--- config.mk ---
export PLATFORM = sky130hd
export DESIGN_NAME = ref_clock_out
export DESIGN_NICKNAME = d
export VERILOG_FILES = /design/src/core/ref_clock_pkg.sv /design/src/core/ref_clock_out.sv
export SDC_FILE = /design/constraint.sdc
export NUM_CORES = 1
export LEC_CHECK = 0
export BUFFER_PORTS_ARGS = -buffer_cell sky130_fd_sc_hd__buf_4
export CORE_ASPECT_RATIO = 0.7
export CORE_UTILIZATION = 35
export DETAILED_ROUTE_END_ITERATION = 8
export HOLD_SLACK_MARGIN = 0.08
export MAX_ROUTING_LAYER = met4
export SLEW_MARGIN = 10
export SYNTH_ARGS = -nofsm -noshare
export SYNTH_HDL_FRONTEND = slang
export SYNTH_SLANG_ARGS = --single-unit
--- constraint.sdc ---
create_clock -name clk -period 5.6 [get_ports clk]
set_clock_uncertainty 0.1 [all_clocks]
set_input_delay 1.12 -clock clk [delete_from_list [all_inputs] [get_ports clk]]
set_output_delay 1.12 -clock clk [all_outputs]
set_load 0.01 [all_outputs]
--- src/core/ref_clock_pkg.sv ---
package ref_clock_pkg;
	localparam int          NUM_CHANNELS   = 22;
	localparam int          ADDR_W         = 4;
	localparam int          DATA_W         = 8;
	localparam int          SRC_W          = 5;
	localparam int          DIV_W          = 8;
	// register offsets
	localparam logic [3:0]  OFF_CTRL_A     = 4'h0;
	localparam logic [3:0]  OFF_CTRL_B     = 4'h1;
	localparam logic [3:0]  OFF_DIV_A      = 4'h2;
	localparam logic [3:0]  OFF_DIV_B      = 4'h3;
	localparam logic [3:0]  OFF_STATUS     = 4'h4;
	// control register fields
	localparam int          BIT_ENABLE     = 6;
	localparam int          BIT_RATE       = 5;
	localparam int          SRC_LSB        = 0;
	// source codes: 0..21 recovered channel clocks
	localparam logic [4:0]  SRC_EXTERNAL   = 5'h16;
	localparam logic [4:0]  SRC_FREE_RUN   = 5'h17;
	localparam logic [7:0]  CTRL_RESET     = 8'h00;
	localparam logic [7:0]  DIV_RESET      = 8'h00;

	typedef struct packed {
		logic             enable;  // output drives pin
		logic             rate;    // 0: t1/j1 1.544 MHz, 1: e1 2.048 MHz; only stored and read back, the output frequency comes from the divider
		logic [SRC_W-1:0] src;
	} ref_ctrl_t;

	typedef struct packed {
		logic [ADDR_W-1:0] addr;
		logic [DATA_W-1:0] wdata;
		logic              wr;
		logic              rd;
	} reg_req_t;
endpackage : ref_clock_pkg

--- src/core/ref_clock_out.sv ---
// What this block does
// - output A carries a chosen channel recovered clock, external clock A, or free-running clock.
// - output A frequency is set by software through a divider, not fixed by source.
// - enable bit 6 of reference A control gates output A; cleared means high impedance.
// - output B carries a chosen channel recovered clock, external clock B, or free-running clock.
// - enable bit 6 of reference B control gates output B; cleared means high impedance.
//
// Our own choices: strobed register access and the placing of the registers.
module ref_clock_out
	import ref_clock_pkg::*;
(
	input  wire logic                    clk,                  // 40 MHz
	input  wire logic                    reset_n,              // synchronous, active low
	input  wire reg_req_t                req,                  // register request
	output logic      [DATA_W-1:0]       rdata,                // read data, cycle after rd
	input  wire logic [NUM_CHANNELS-1:0] rec_clock_in,         // recovered line clocks
	input  wire logic                    ext_clock_in_a,       // external clock A pin
	input  wire logic                    ext_clock_in_b,       // external clock B pin
	output logic                         ref_clock_out_a,      // reference A level
	output logic                         ref_clock_out_a_oe,   // reference A drive enable
	output logic                         ref_clock_out_b,      // reference B level
	output logic                         ref_clock_out_b_oe    // reference B drive enable
);

	ref_ctrl_t                   ctrl_q [2];
	logic [DIV_W-1:0]            div_q  [2];
	logic [DIV_W-1:0]            cnt_q  [2];
	logic [1:0]                  out_q;
	logic [1:0]                  oe_q;
	logic [1:0]                  prev_q;
	logic [1:0]                  sel_lvl;
	logic [1:0]                  rise;
	logic [DATA_W-1:0]           rdata_q;
	logic [NUM_CHANNELS+1:0]     meta_q;
	logic [NUM_CHANNELS+1:0]     sync_q;
	logic                        free_q;

	// all clock inputs are asynchronous to clk: two flops before any use
	always_ff @(posedge clk) begin
		if (!reset_n) begin
			meta_q <= '0;
			sync_q <= '0;
		end else begin
			meta_q <= {ext_clock_in_b, ext_clock_in_a, rec_clock_in};
			sync_q <= meta_q;
		end
	end

	// free-running source: clk/2, independent of any line
	always_ff @(posedge clk) begin
		if (!reset_n) begin
			free_q <= 1'b0;
		end else begin
			free_q <= ~free_q;
		end
	end

	function automatic logic pick_source(input logic [SRC_W-1:0] src,
	                                     input logic [NUM_CHANNELS-1:0] chans,
	                                     input logic ext, input logic free_run);
		logic lvl;
		lvl = 1'b0;
		if (src == SRC_EXTERNAL) begin
			lvl = ext;
		end else if (src == SRC_FREE_RUN) begin
			lvl = free_run;
		end else if (32'(src) < NUM_CHANNELS) begin
			lvl = chans[src];
		end
		return lvl;
	endfunction : pick_source

	function automatic logic [3:0] ctrl_offset(input int idx);
		return (idx == 0) ? OFF_CTRL_A : OFF_CTRL_B;
	endfunction : ctrl_offset

	function automatic logic [3:0] div_offset(input int idx);
		return (idx == 0) ? OFF_DIV_A : OFF_DIV_B;
	endfunction : div_offset

	for (genvar i = 0; i < 2; i++) begin : g_ref
		logic ctrl_wr;
		assign ctrl_wr = req.wr && (req.addr == ctrl_offset(i));
		logic div_wr;
		assign div_wr  = req.wr && (req.addr == div_offset(i));

		always_ff @(posedge clk) begin
			if (!reset_n) begin
				ctrl_q[i] <= ref_ctrl_t'(CTRL_RESET[6:0]);
			end else if (ctrl_wr) begin
				ctrl_q[i].enable <= req.wdata[BIT_ENABLE];
				ctrl_q[i].rate   <= req.wdata[BIT_RATE];
				ctrl_q[i].src    <= req.wdata[SRC_LSB +: SRC_W];
			end
		end

		always_ff @(posedge clk) begin
			if (!reset_n) begin
				div_q[i] <= DIV_RESET;
			end else if (div_wr) begin
				div_q[i] <= req.wdata;
			end
		end

		// out-of-range channel codes select a quiet low source
		assign sel_lvl[i] = pick_source(ctrl_q[i].src, sync_q[NUM_CHANNELS-1:0],
		                                sync_q[NUM_CHANNELS+i], free_q);
		assign rise[i]    = sel_lvl[i] & ~prev_q[i];

		// output toggles once per (div+1) source rising edges: f_out = f_src/(2*(div+1));
		// a source or ratio change restarts the count so no runt from the old ratio;
		// without the ratio restart a smaller div would leave cnt above it for up to 255 edges
		always_ff @(posedge clk) begin
			if (!reset_n) begin
				prev_q[i] <= 1'b0;
				cnt_q[i]  <= '0;
				out_q[i]  <= 1'b0;
			end else begin
				prev_q[i] <= sel_lvl[i];
				if (ctrl_wr || div_wr) begin
					cnt_q[i] <= '0;
				end else if (rise[i]) begin
					if (cnt_q[i] == div_q[i]) begin
						cnt_q[i] <= '0;
						out_q[i] <= ~out_q[i];
					end else begin
						cnt_q[i] <= cnt_q[i] + 1'b1;
					end
				end
			end
		end

		always_ff @(posedge clk) begin
			if (!reset_n) begin
				oe_q[i] <= 1'b0;
			end else begin
				oe_q[i] <= ctrl_q[i].enable;
			end
		end

	end

	assign ref_clock_out_a    = out_q[0];
	assign ref_clock_out_a_oe = oe_q[0];
	assign ref_clock_out_b    = out_q[1];
	assign ref_clock_out_b_oe = oe_q[1];

	// read port: unmapped offsets read zero; reserved bit 7 reads zero
	always_ff @(posedge clk) begin
		if (!reset_n) begin
			rdata_q <= '0;
		end else if (req.rd) begin
			unique case (req.addr)
				OFF_CTRL_A: rdata_q <= {1'b0, ctrl_q[0]};
				OFF_CTRL_B: rdata_q <= {1'b0, ctrl_q[1]};
				OFF_DIV_A:  rdata_q <= div_q[0];
				OFF_DIV_B:  rdata_q <= div_q[1];
				OFF_STATUS: rdata_q <= {4'h0, oe_q[1], out_q[1], oe_q[0], out_q[0]};
				default:    rdata_q <= '0;
			endcase
		end else begin
			rdata_q <= '0;
		end
	end
	assign rdata = rdata_q;
endmodule : ref_clock_out

### After elaboration in Yosys (flattened, before gate mapping)

Memory sizes are Yosys's and may differ from the RTL's.
Index checks and enable logic that the tools add are counted.

| storage, ports and cells | value |
|---|---|
| register bits after elaboration | 63 |
| bits in latches | 0 |
| memory bits (writable) | 46 |
| bits in read-only memories | 0 |
| input port bits | 40 |
| output and inout port bits | 12 |
| word-level logic and storage cells | 126 |
| memories | 3 |

Memory list:

| memory | words | width | rd ports | clocked after Yosys merged registers in | write ports | line | source |
|---|---|---|---|---|---|---|---|
| cnt_q | 2 | 8 | 2 | 0 | 2 | ref_clock_out.sv:27 | `logic [DIV_W-1:0] cnt_q [2];` |
| div_q | 2 | 8 | 2 | 0 | 2 | ref_clock_out.sv:26 | `logic [DIV_W-1:0] div_q [2];` |
| ctrl_q | 2 | 7 | 2 | 0 | 2 | ref_clock_out.sv:25 | `ref_ctrl_t ctrl_q [2];` |

| cells by class | value |
|---|---|
| add/subtract/negate cells | 2 |
| $mul | 0 |
| div/mod/pow operators | 0 |
| magnitude comparators | 4 |
| eq/ne operators | 10 |
| shift-type cells | 0 |
| multiplexer cells | 64 |
| bitwise logic cells | 23 |
| reductions and logical operators | 10 |

Operators by type and width:

| cell | count |
|---|---|
| 8-bit two-way mux | 8 |
| 1-bit two-way mux | 51 |
| 8-bit case mux with 5 select lines | 1 |
| 5-bit == test, second input constant | 4 |
| 8-bit by 1-bit adder with 8-bit output, second input constant | 2 |
| 8-bit == test | 2 |
| 1-bit bitwise OR | 14 |
| 5-bit by 6-bit less-than comparator with 1-bit output, second input constant | 2 |
| 1-bit binary-select mux with 5-bit select | 2 |
| 5-bit less-than comparator, second input constant | 2 |
| 5-bit two-way mux | 2 |
| 4-bit by 2-bit == test with 1-bit output, second input constant | 2 |
| 1-bit inverter | 7 |
| 3-bit AND reduction | 2 |
| 4-bit by 1-bit == test with 1-bit output, second input constant | 1 |
| 4-bit by 3-bit == test with 1-bit output, second input constant | 1 |
| 1-bit logical AND | 4 |
| 4-bit logical NOT | 1 |
| 1-bit AND | 2 |
| 1-bit logical OR | 2 |
| 2-bit AND reduction | 1 |

### Depth between registers and ports, before layout

Gate-level depths: netlist (run 1).
An unclocked memory read counts as a cell.

| depth | value |
|---|---|
| word-level depth | 13 |
| mapped depth | 7 |
| depth with buffers taken out | 5 |

### Least setup slack after synthesis (run 1)

Ideal clock, no wire load.

| timing path | value |
|---|---|
| path kind | input to register |
| start point | in req[10] in the netlist's numbering |
| end point | mem ctrl_q[1][0] in the netlist's numbering (enable) |
| data arrival time | 2.296 ns |
| required time | 5.117 ns |
| slack | 2.821 ns |
| stages on the path | 4 |
| buffers on the path | 2 |
| cell sequence | clkbuf_1 buf_2 nand2_1 o31ai_1 |

RTL lines:

| item | line | source |
|---|---|---|
| start: declaration | ref_clock_out.sv:14 | `input wire reg_req_t req,` |
| end: declaration | ref_clock_out.sv:25 |  |

==> impl_results.md, run 1 <==
* Outcome: complete, no violations
* Longest Clk Path Bufs at 2
* Footprint of the multi-input gates at 2000 sq um
* Routed via count at roughly 3300
* First-pass GRT wire length at around 17000 um
* Reg clk slew, reported paths at about 0.070 ns
* Gpl congestion at 0.830
* Finished Layout Cells at 650
* Actual slew at the worst max-slew pin at slightly above 1 ns
* CTS sink cnt at 109
* TritonCTS buffer count at 9
* Grt met2 use at 0.239
* Pre-CTS WS at roughly 2.5 ns
* RSZ-0062 raised after global routing: no
* Synth Area in Adders at 0.00529
* Tot Pwr at about 1.7 mW
* # rows at 35
* Worst Setup End Kind: flop
* Initial antenna violation count at 0
* Drt total wl at about 10000 um
* Grt peak-use layer: met2
* # DRC at 0
* Max-cap check violation count at 0
* Initial Utilization at 0.359
* Post-DP HPWL at ~7700 um
* # fillers at ~1300
* CP Launch Type: flop
* Antenna viol nets, final at 0
* Hold Violations, Final at 0
* Worst EP arrival at approximately 3 ns
* Worst setup path category: flop to flop
* Drt pass-1 iters at 4
* Pin count of the biggest net entering global routing at 64
* Min cycle time layout at between 3 and 4 ns
* Final WS setup at about 2.5 ns
* Most frequent cells in the layout: and2_1, dfxtp_1, buf_4
* Slowest stage delay, CP at around 0.76 ns
* WL/cell at ~16 um
* Worst min path class: flop to flop
* CP max FO at 12
* Area grow syn2layout at 18.0%
* Post-Synth Simple-Gate Area at 0.244
* Htree depth at 3
* Xor/xnor cell area share of the yosys netlist at 0.0518
* Final setup fails at 0
* Yosys top cell area share at 0.292
* Complex-gate fraction of the synthesized area at 0.0611
* Layout cells sized above 1 at 0.183
* NumNets Final at approximately 500
* Synth Area per Inst at around 12 sq um
* Die Ht at between 90 and 100 um
* Top Ports at between 50 and 60
* F_max at approximately 330 MHz
* Critical path buffer and inverter count at 0
* Port buffer count at roughly 50
* Cell variety after synth at 50
* Yosys reg bits at roughly 110
* CTS tree: done
* Slowest cell on crit path: edfxtp_1
* Commonest non-fill, non-tap cell in the layout: and2_1
* Post-synthesis cell area at approximately 4700 sq um
* Pwr dens at between 300 and 400 nW/um^2
* Tot GR Track Use at 0.162
* Setup Fix Bufs, Post-CTS at 0
* Largest family of logic cells by synthesized area: simple AND/OR/NAND/NOR gates
* Sequential area share after synthesis at 0.558
* Worst IR drop on VDD at 155 uV
* Placed cell count at between 600 and 700
* Synth warnings at 0
* Number of DRC markers in iteration 0 at a little under 200
* Delay-heaviest family, CP: flip-flops
* Hold buffer count at CTS at 0
* Die Area at 14000 sq um
* Area contributors post-synth: edfxtp_1, dfxtp_1, and2_1
* Final Max Slew Viols at 0
* Reg area at 2640 sq um
* Vias in the first global route at about 3100
* Antenna cells at 0
* GR Util met3 at 0.0327
* Core area at about 13000 sq um
* Setup TNS at 0 ns
* Mapped Cells at 411
* Die Span X at 141 um
* Yosys top cell by area: edfxtp_1
* Cell Chain, Critical Path: mux4_1 > nand2b_1 > nand4b_1 > a31o_1 > nand3_1
* Worst hold slack at 0.332 ns
* Grt ovf at 0
* Vias per inst at ~5
* CTS resizes at 0
* Max transition margin at 0.301
* Syn_nets at ~450
* Data required time of the critical path at approximately 5.5 ns
* Mux share of post-synthesis cell area at 0.0611
* Pleak at approximately 2.1 nW
* Period utilization at 0.546
* Skew-Pair Late Insertion Delay at around 0.35 ns
* CTS root buf: clkbuf_16
* Met1 Track Usage GR at 0.223
-- synthesized netlist by cell type, drive strengths merged --
master,instances
nor4,12
xnor2,3
edfxtp,46
xor2,25
and2b,1
nand2,16
a31oi,3
a21oi,6
nand2b,4
dfxtp,63
clkbuf,11
a22oi,10
or3,1
a211oi,3
nor2b,7
or3b,1
a31o,2
and3,4
nand4b,5
nand4bb,1
ha,2
inv,3
nand4,2
and2,82
o31ai,1
buf,4
a211o,1
mux2i,24
o21bai,1
or2,2
a222oi,4
nand3,25
nor3,3
nor2,18
or4b,1
nor4b,3
o21ai,6
mux4,2
a22o,3
-- kinds of logic (layout without fill, tap and decap cells) --
kind of cell / count (synthesis) / in the layout
simple gates: 188 / 188
flops: 109 / 109
fa+ha+maj: 2 / 2
xor+xnor: 28 / 28
buf+inv: 18 / 72
compound gates: 40 / 40
mux: 26 / 26
-- sequential cells by signal, summed over array words and instances (netlist names) --
register	flops
cnt_q	16
sync_q	24
rdata	8
prev_q	2
meta_q	24
ref_clock_out_b	1
ctrl_q	14
free_q	1
ref_clock_out_b_oe	1
ref_clock_out_a	1
ref_clock_out_a_oe	1
div_q	16
-- report_power, final --
group	total, mW	switching [mW]	internal [mW]
sequential	0.922	0.0461	0.876
clock	0.633	0.298	0.335
combinational	0.152	0.0780	0.0738
total	1.71	0.422	1.29
-- routing by layer --
layer  share of wire  vias to the layer above
li1                -                     1567
met1            0.49                     1583
met2            0.44                      107
met3           0.064                        9
met4          0.0094                        0
met5               0                        -
-- cell type report --
cell class / count / share of cell area
timing repair buffer: 53 / 0.0712
multi-input combinational: 284 / 0.359
tap: 185 / 0.0414
clock inverter: 6 / 0.00874
clock buffer: 10 / 0.0448
sequential: 109 / 0.473
inverter: 3 / 0.00202
-- stage by stage --
stage | instance area [sq um] | utilization
2_1_floorplan | 4730 | -
3_5_place_dp | 5290 | 0.401
4_1_cts | 5590 | 0.424
5_1_grt | 5590 | 0.424
3_3_place_gp | 5290 | 0.401
6_report | 5590 | 0.424
-- path summary, 6_finish.rpt --
check	startpoint	to	slack, ns	cells after the start
setup / recovery	ctrl_q[1][0]$_SDFFCE_PN0P_	cnt_q[1][4]$_SDFFCE_PN0P_	2.54	5
hold / removal	meta_q[2]$_SDFF_PN0_	sync_q[2]$_SDFF_PN0_	0.33	1
setup reg to reg	ctrl_q[1][0]$_SDFFCE_PN0P_	cnt_q[1][4]$_SDFFCE_PN0P_	2.54	5
hold reg to reg	meta_q[2]$_SDFF_PN0_	sync_q[2]$_SDFF_PN0_	0.33	1
(Power assumes the default switching activity.)
==> run 2, diff against run 1 <==
==> constraint.sdc (replaced) <==
create_clock -name clk -period 2.5 [get_ports clk]
set_clock_uncertainty 0.1 [all_clocks]
set_input_delay 0.5 -clock clk [delete_from_list [all_inputs] [get_ports clk]]
set_output_delay 0.5 -clock clk [all_outputs]
set_load 0.01 [all_outputs]
==> impl_results.md, run 2 (same netlist as run 1, synthesis figures left out) <==
* Setup Fix Bufs, Post-CTS at 0 (unchanged)
* Initial Utilization at 0.359 (unchanged)
* Commonest non-fill, non-tap cell in the layout: and2_1 (unchanged)
* WL/cell at 15.7 um (was 15.9 um)
* Period utilization at 0.883 (was 0.546)
* Vias per inst at 4.88 (was 5.02)
* Final setup fails at 0 (unchanged)
* Actual slew at the worst max-slew pin at 0.725 ns (was 1.04 ns)
* CP max FO at 9 (was 12)
* F_max at 453 MHz (was 327 MHz)
* Reg2reg path depth at 6 (was 5)
* Grt ovf at 0 (unchanged)
* CTS resizes at 0 (unchanged)
* Final Max Slew Viols at 0 (unchanged)
* RR Startpoint: ctrl_q[0][0]$_SDFFCE_PN0P_ (was ctrl_q[1][0]$_SDFFCE_PN0P_)
* Worst r2r dst: cnt_q[0][7]$_SDFFCE_PN0P_ (was cnt_q[1][4]$_SDFFCE_PN0P_)
* Worst min path class: input port to flop (was flop to flop)
* Top Ports at 52 (unchanged)
* Biggest regs: meta_q x24, sync_q x24 (unchanged)
* Layout cells sized above 1 at 0.202 (was 0.183)
* Worst EP arrival at 2.13 ns (was 2.95 ns)
* CTS root buf: clkbuf_16 (unchanged)
* Worst Setup End Kind: flop (unchanged)
* # rows at 35 (unchanged)
* Die Area at 14000 sq um (unchanged)
* CP Launch Point: ctrl_q[0][0]$_SDFFCE_PN0P_ (was ctrl_q[1][0]$_SDFFCE_PN0P_)
* CTS sink cnt at 109 (unchanged)
* First-pass GRT wire length at 16700 um (was 16500 um)
* Core area at 13200 sq um (unchanged)
* Post-DP HPWL at 7960 um (was 7750 um)
* Max-cap check violation count at 0 (unchanged)
* Tot GR Track Use at 0.164 (was 0.162)
* Vias in the first global route at 3205 (was 3118)
* CP Launch Type: flop (unchanged)
* Fin util at 0.431 (was 0.424)
* RSZ-0062 raised after global routing: no (unchanged)
* Number of DRC markers in iteration 0 at 179 (was 195)
* Die Ht at 99.3 um (unchanged)
* Die Span X at 141 um (unchanged)
* Longest Clk Path Bufs at 2 (unchanged)
* Max transition margin at 0.510 (was 0.301)
* Gpl congestion at 0.884 (was 0.830)
* Pleak at 2.21 nW (was 2.15 nW)
* Hold buffer count at CTS at 0 (unchanged)
* Skew-Pair Late Insertion Delay at 0.35 ns (about the same)
* Worst setup path category: flop to flop (unchanged)
* Drt total wl at 10400 um (about the same)
* TritonCTS buffer count at 9 (unchanged)
* Min cycle time layout at 2.21 ns (was 3.06 ns)
* Antenna cells at 0 (unchanged)
* Data required time of the critical path at 2.42 ns (was 5.49 ns)
* Outcome: complete, no violations (unchanged)
* Most frequent cells in the layout: and2_1, dfxtp_1, buf_4 (unchanged)
* # DRC at 0 (unchanged)
* NumNets Final at 513 (was 502)
* R2R Setup Slk at 0.29 ns (was 2.54 ns)
* Hold Violations, Final at 0 (unchanged)
* Area grow syn2layout at 20.1% (was 18.0%)
* Antenna viol nets, final at 0 (unchanged)
* Pwr dens at 673 nW/um^2 (was 306 nW/um^2)
* Pin count of the biggest net entering global routing at 51 (was 64)
* Reg clk slew, reported paths at 0.08 ns (was 0.07 ns)
* Routed via count at 3223 (was 3266)
* Initial antenna violation count at 0 (unchanged)
* Port buffer count at 51 (unchanged)
* Worst setup path end: cnt_q[0][7]$_SDFFCE_PN0P_ (was cnt_q[1][4]$_SDFFCE_PN0P_)
* Worst IR drop on VDD at 387 uV (was 155 uV)
* CTS tree: done (unchanged)
* Setup TNS at 0 ns (unchanged)
* Drt pass-1 iters at 5 (was 4)
* Htree depth at 3 (unchanged)
==> run 2: worst min path at each step <==
stage,from,to,slack (ns),cells past startpoint
final,rec_clock_in[4],meta_q[4]$_SDFF_PN0_,0.25,2
after global routing,rec_clock_in[20],meta_q[20]$_SDFF_PN0_,0.24,2
after CTS,rec_clock_in[4],meta_q[4]$_SDFF_PN0_,0.24,2
after detailed placement,meta_q[19]$_SDFF_PN0_,sync_q[19]$_SDFF_PN0_,0.32,1
after global placement,meta_q[19]$_SDFF_PN0_,sync_q[19]$_SDFF_PN0_,0.32,1
after floorplan,free_q$_SDFF_PN0_,free_q$_SDFF_PN0_,0.30,1
==> run 2: metrics by stage <==
step / worst slack, ns / area, sq um / std cells / hold slack [ns] / total power [mW]
3_3_place_gp: 0.309 / 5380 / 645 / 0.323 / 2.45
6_report: 0.294 / 5680 / 661 / 0.246 / 3.83
2_1_floorplan: 0.319 / 4730 / 411 / 0.301 / 2.30
3_5_place_dp: 0.256 / 5380 / 645 / 0.317 / 2.46
4_1_cts: 0.298 / 5680 / 661 / 0.239 / 3.86
5_1_grt: 0.153 / 5680 / 661 / 0.241 / 3.98
==> run 2: routing by layer <==
metal | GRT usage | wire (um) | share of wire
met3 | 0.0390 | 640 | 0.062
met5 | - | 0 | 0
met2 | 0.241 | 4470 | 0.43
met1 | 0.221 | 5140 | 0.49
met4 | 0.0560 | 157 | 0.015
==> run 2: power by group <==
group | internal (mW) | switching (mW) | leakage (nW)
Sequential | 1.96 | 0.0957 | 0.978
Combinational | 0.180 | 0.187 | 1.08
Clock | 0.712 | 0.691 | 0.150
Total | 2.85 | 0.973 | 2.21
==> run 2: critical path, stage by stage, from the launching register on <==
cell	delay (ns)
edfxtp_1	0.54
buf_12	0.22
mux2i_1	0.11
a22oi_1	0.19
nand3_1	0.21
a31oi_1	0.20
or2_1	0.32
==> run 2: cell type report <==
cell class,instances,area [sq um]
clock buffers,9,225
clock inverters,7,77.6
repair buffers,64,493
multi-input cells,284,2000
well taps,185,231
fillers,1232,7500
inverters,3,11.3
flip-flops and latches,109,2640
==> run 3, diff against run 2 <==
==> constraint.sdc (replaced) <==
create_clock -name clk -period 2.1 [get_ports clk]
set_clock_uncertainty 0.1 [all_clocks]
set_input_delay 0.42 -clock clk [delete_from_list [all_inputs] [get_ports clk]]
set_output_delay 0.42 -clock clk [all_outputs]
set_load 0.01 [all_outputs]
==> impl_results.md, run 3 (same netlist as run 1, synthesis figures left out) <==
* Worst min path class: input port to flop (unchanged)
* Cell Chain, Critical Path: buf_8 > mux2i_1 > a22oi_1 > nand4b_1 > a31o_4 > buf_12 > nor4_2 (was buf_12 > mux2i_1 > a22oi_1 > nand3_1 > a31oi_1 > or2_1)
* Worst Setup End Kind: flop (unchanged)
* Final Max Slew Viols at 0 (unchanged)
* First-pass GRT wire length at 17300 um (was 16700 um)
* Data required time of the critical path at 2.18 ns (was 2.42 ns)
* Crit path depth at 7 (was 6)
* Period utilization at 0.986 (was 0.883)
* Area grow syn2layout at 25.6% (was 20.1%)
* Max transition margin at 0.697 (was 0.510)
* F_max at 483 MHz (was 453 MHz)
* Worst setup path end: cnt_q[1][4]$_SDFFCE_PN0P_ (was cnt_q[0][7]$_SDFFCE_PN0P_)
* R2R Setup Slk at 0.03 ns (was 0.29 ns)
* Drt pass-1 iters at 5 (unchanged)
* Antenna cells at 0 (unchanged)
* Slowest cell on crit path: edfxtp_1 (unchanged)
* CP Launch Type: flop (unchanged)
* Most frequent cells in the layout: and2_1, buf_4, dfxtp_1 (was and2_1, dfxtp_1, buf_4)
* RSZ-0062 raised after global routing: yes (was no)
* Pleak at 2.34 nW (was 2.21 nW)
* Top Ports at 52 (unchanged)
* Pin count of the biggest net entering global routing at 52 (was 51)
* Grt ovf at 0 (unchanged)
* Layout cells sized above 1 at 0.238 (was 0.202)
* Commonest non-fill, non-tap cell in the layout: and2_1 (unchanged)
* Initial Utilization at 0.359 (unchanged)
* CTS sink cnt at 109 (unchanged)
* # rows at 35 (unchanged)
* Routed via count at 3314 (was 3223)
* Core area at 13200 sq um (unchanged)
* Vias per inst at 4.87 (was 4.88)
* Longest Clk Path Bufs at 2 (unchanged)
* Slowest stage delay, CP at 0.43 ns (was 0.54 ns)
* Die Area at 14000 sq um (unchanged)
* Footprint of the multi-input gates at 2050 sq um (was 2000 sq um)
* Reg2reg path depth at 7 (was 6)
* RR Startpoint: ctrl_q[1][0]$_SDFFCE_PN0P_ (was ctrl_q[0][0]$_SDFFCE_PN0P_)
* NumNets Final at 532 (was 513)
* Antenna viol nets, final at 0 (unchanged)
* Max-cap check violation count at 0 (unchanged)
* Hold buffer count at CTS at 0 (unchanged)
* Die Span X at 141 um (unchanged)
* Skew-Pair Late Insertion Delay at 0.35 ns (about the same)
* Die Ht at 99.3 um (unchanged)
* CP Launch Point: ctrl_q[1][0]$_SDFFCE_PN0P_ (was ctrl_q[0][0]$_SDFFCE_PN0P_)
* Gpl congestion at 0.841 (was 0.884)
* Drt total wl at 10700 um (was 10400 um)
* Worst hold slack at 0.167 ns (was 0.246 ns)
* Tot GR Track Use at 0.169 (was 0.164)
* Biggest regs: meta_q x24, sync_q x24 (unchanged)
* Worst EP arrival at 2.15 ns (was 2.13 ns)
* Reg clk slew, reported paths at 0.08 ns (about the same)
* Min cycle time layout at 2.07 ns (was 2.21 ns)
* Number of DRC markers in iteration 0 at 270 (was 179)
* Placed cell count at 663 (was 645)
* Pwr dens at 784 nW/um^2 (was 673 nW/um^2)
* TritonCTS buffer count at 9 (unchanged)
* CTS tree: done (unchanged)
* Reg area at 2640 sq um (unchanged)
* Post-DP HPWL at 8000 um (was 7960 um)
* # fillers at 1225 (was 1232)
* Final setup fails at 0 (unchanged)
* Outcome: complete, no violations (unchanged)
* Hold Violations, Final at 0 (unchanged)
* Worst r2r dst: cnt_q[1][4]$_SDFFCE_PN0P_ (was cnt_q[0][7]$_SDFFCE_PN0P_)
* WL/cell at 15.8 um (was 15.7 um)
* Worst IR drop on VDD at 450 uV (was 387 uV)
* CP max FO at 11 (was 9)
* Critical path buffer and inverter count at 2 (was 1)
* Initial antenna violation count at 0 (unchanged)
* Htree depth at 3 (unchanged)
* Port buffer count at 51 (unchanged)
* Worst setup path category: flop to flop (unchanged)
* Finished Layout Cells at 680 (was 661)
* Delay-heaviest family, CP: compound AO/OA/AOI/OAI gates (was flip-flops)
* CTS root buf: clkbuf_16 (unchanged)
* # DRC at 0 (unchanged)
* Vias in the first global route at 3352 (was 3205)
* Actual slew at the worst max-slew pin at 0.450 ns (was 0.725 ns)
[run 3: cell types whose count changed in the layout (fill, tap and decap cells not counted), moves of 2 or more]
cell	delta
nor4_2	-3
buf_4	+14
buf_12	+4
a31o_4	+2
nor4_4	+3
[run 3: worst min-delay path by stage]
stage                               from                   end  cells after the start
floorplan              free_q$_SDFF_PN0_     free_q$_SDFF_PN0_                      1
global placement       free_q$_SDFF_PN0_     free_q$_SDFF_PN0_                      1
detailed placement  meta_q[2]$_SDFF_PN0_  sync_q[2]$_SDFF_PN0_                      1
CTS                      rec_clock_in[4]  meta_q[4]$_SDFF_PN0_                      2
global route             rec_clock_in[0]  meta_q[0]$_SDFF_PN0_                      2
finish                   rec_clock_in[4]  meta_q[4]$_SDFF_PN0_                      2
[run 3: layout make-up]
type,instances,share of cell area
well taps,185,0.0389
flip-flops and latches,109,0.444
repair buffers,83,0.117
clock inverters,7,0.0149
inverters,3,0.00189
multi-input cells,284,0.345
clock buffers,9,0.0379
[run 3: power breakdown]
part           internal (mW)  switching [mW]  leakage [nW]
sequential              2.34           0.106         0.978
clock                  0.858           0.848         0.152
combinational          0.262           0.252          1.21
[run 3: metrics by stage]
stage / utilization / setup slack [ns] / total power [mW] / TNS (ns) / cell area (sq um)
final: 0.451 / 0.0301 / 4.66 / 0 / 5950
after global routing: 0.451 / -0.0499 / 4.85 / -0.532 / 5950
after global placement: 0.423 / 0.0450 / 2.97 / 0 / 5570
after floorplan: - / 0.0209 / 2.75 / 0 / 4740
after CTS: 0.447 / 0.0119 / 4.68 / 0 / 5890
after detailed placement: 0.423 / 0.0191 / 2.98 / 0 / 5570
[run 3: routing by layer]
layer  part of all wire  vias up  global-route usage
met1               0.48     1554               0.236
met5                  0        -                   -
li1                   -     1625                   -
met4              0.011        0              0.0468
met2               0.43      124               0.239
met3              0.084       11              0.0438
[run 3: repair_timing]
item                                    in CTS  in global routing
endpoints found under the setup margin       0                 29
gates resized for setup                      0                  8
setup buffers                                0                  1
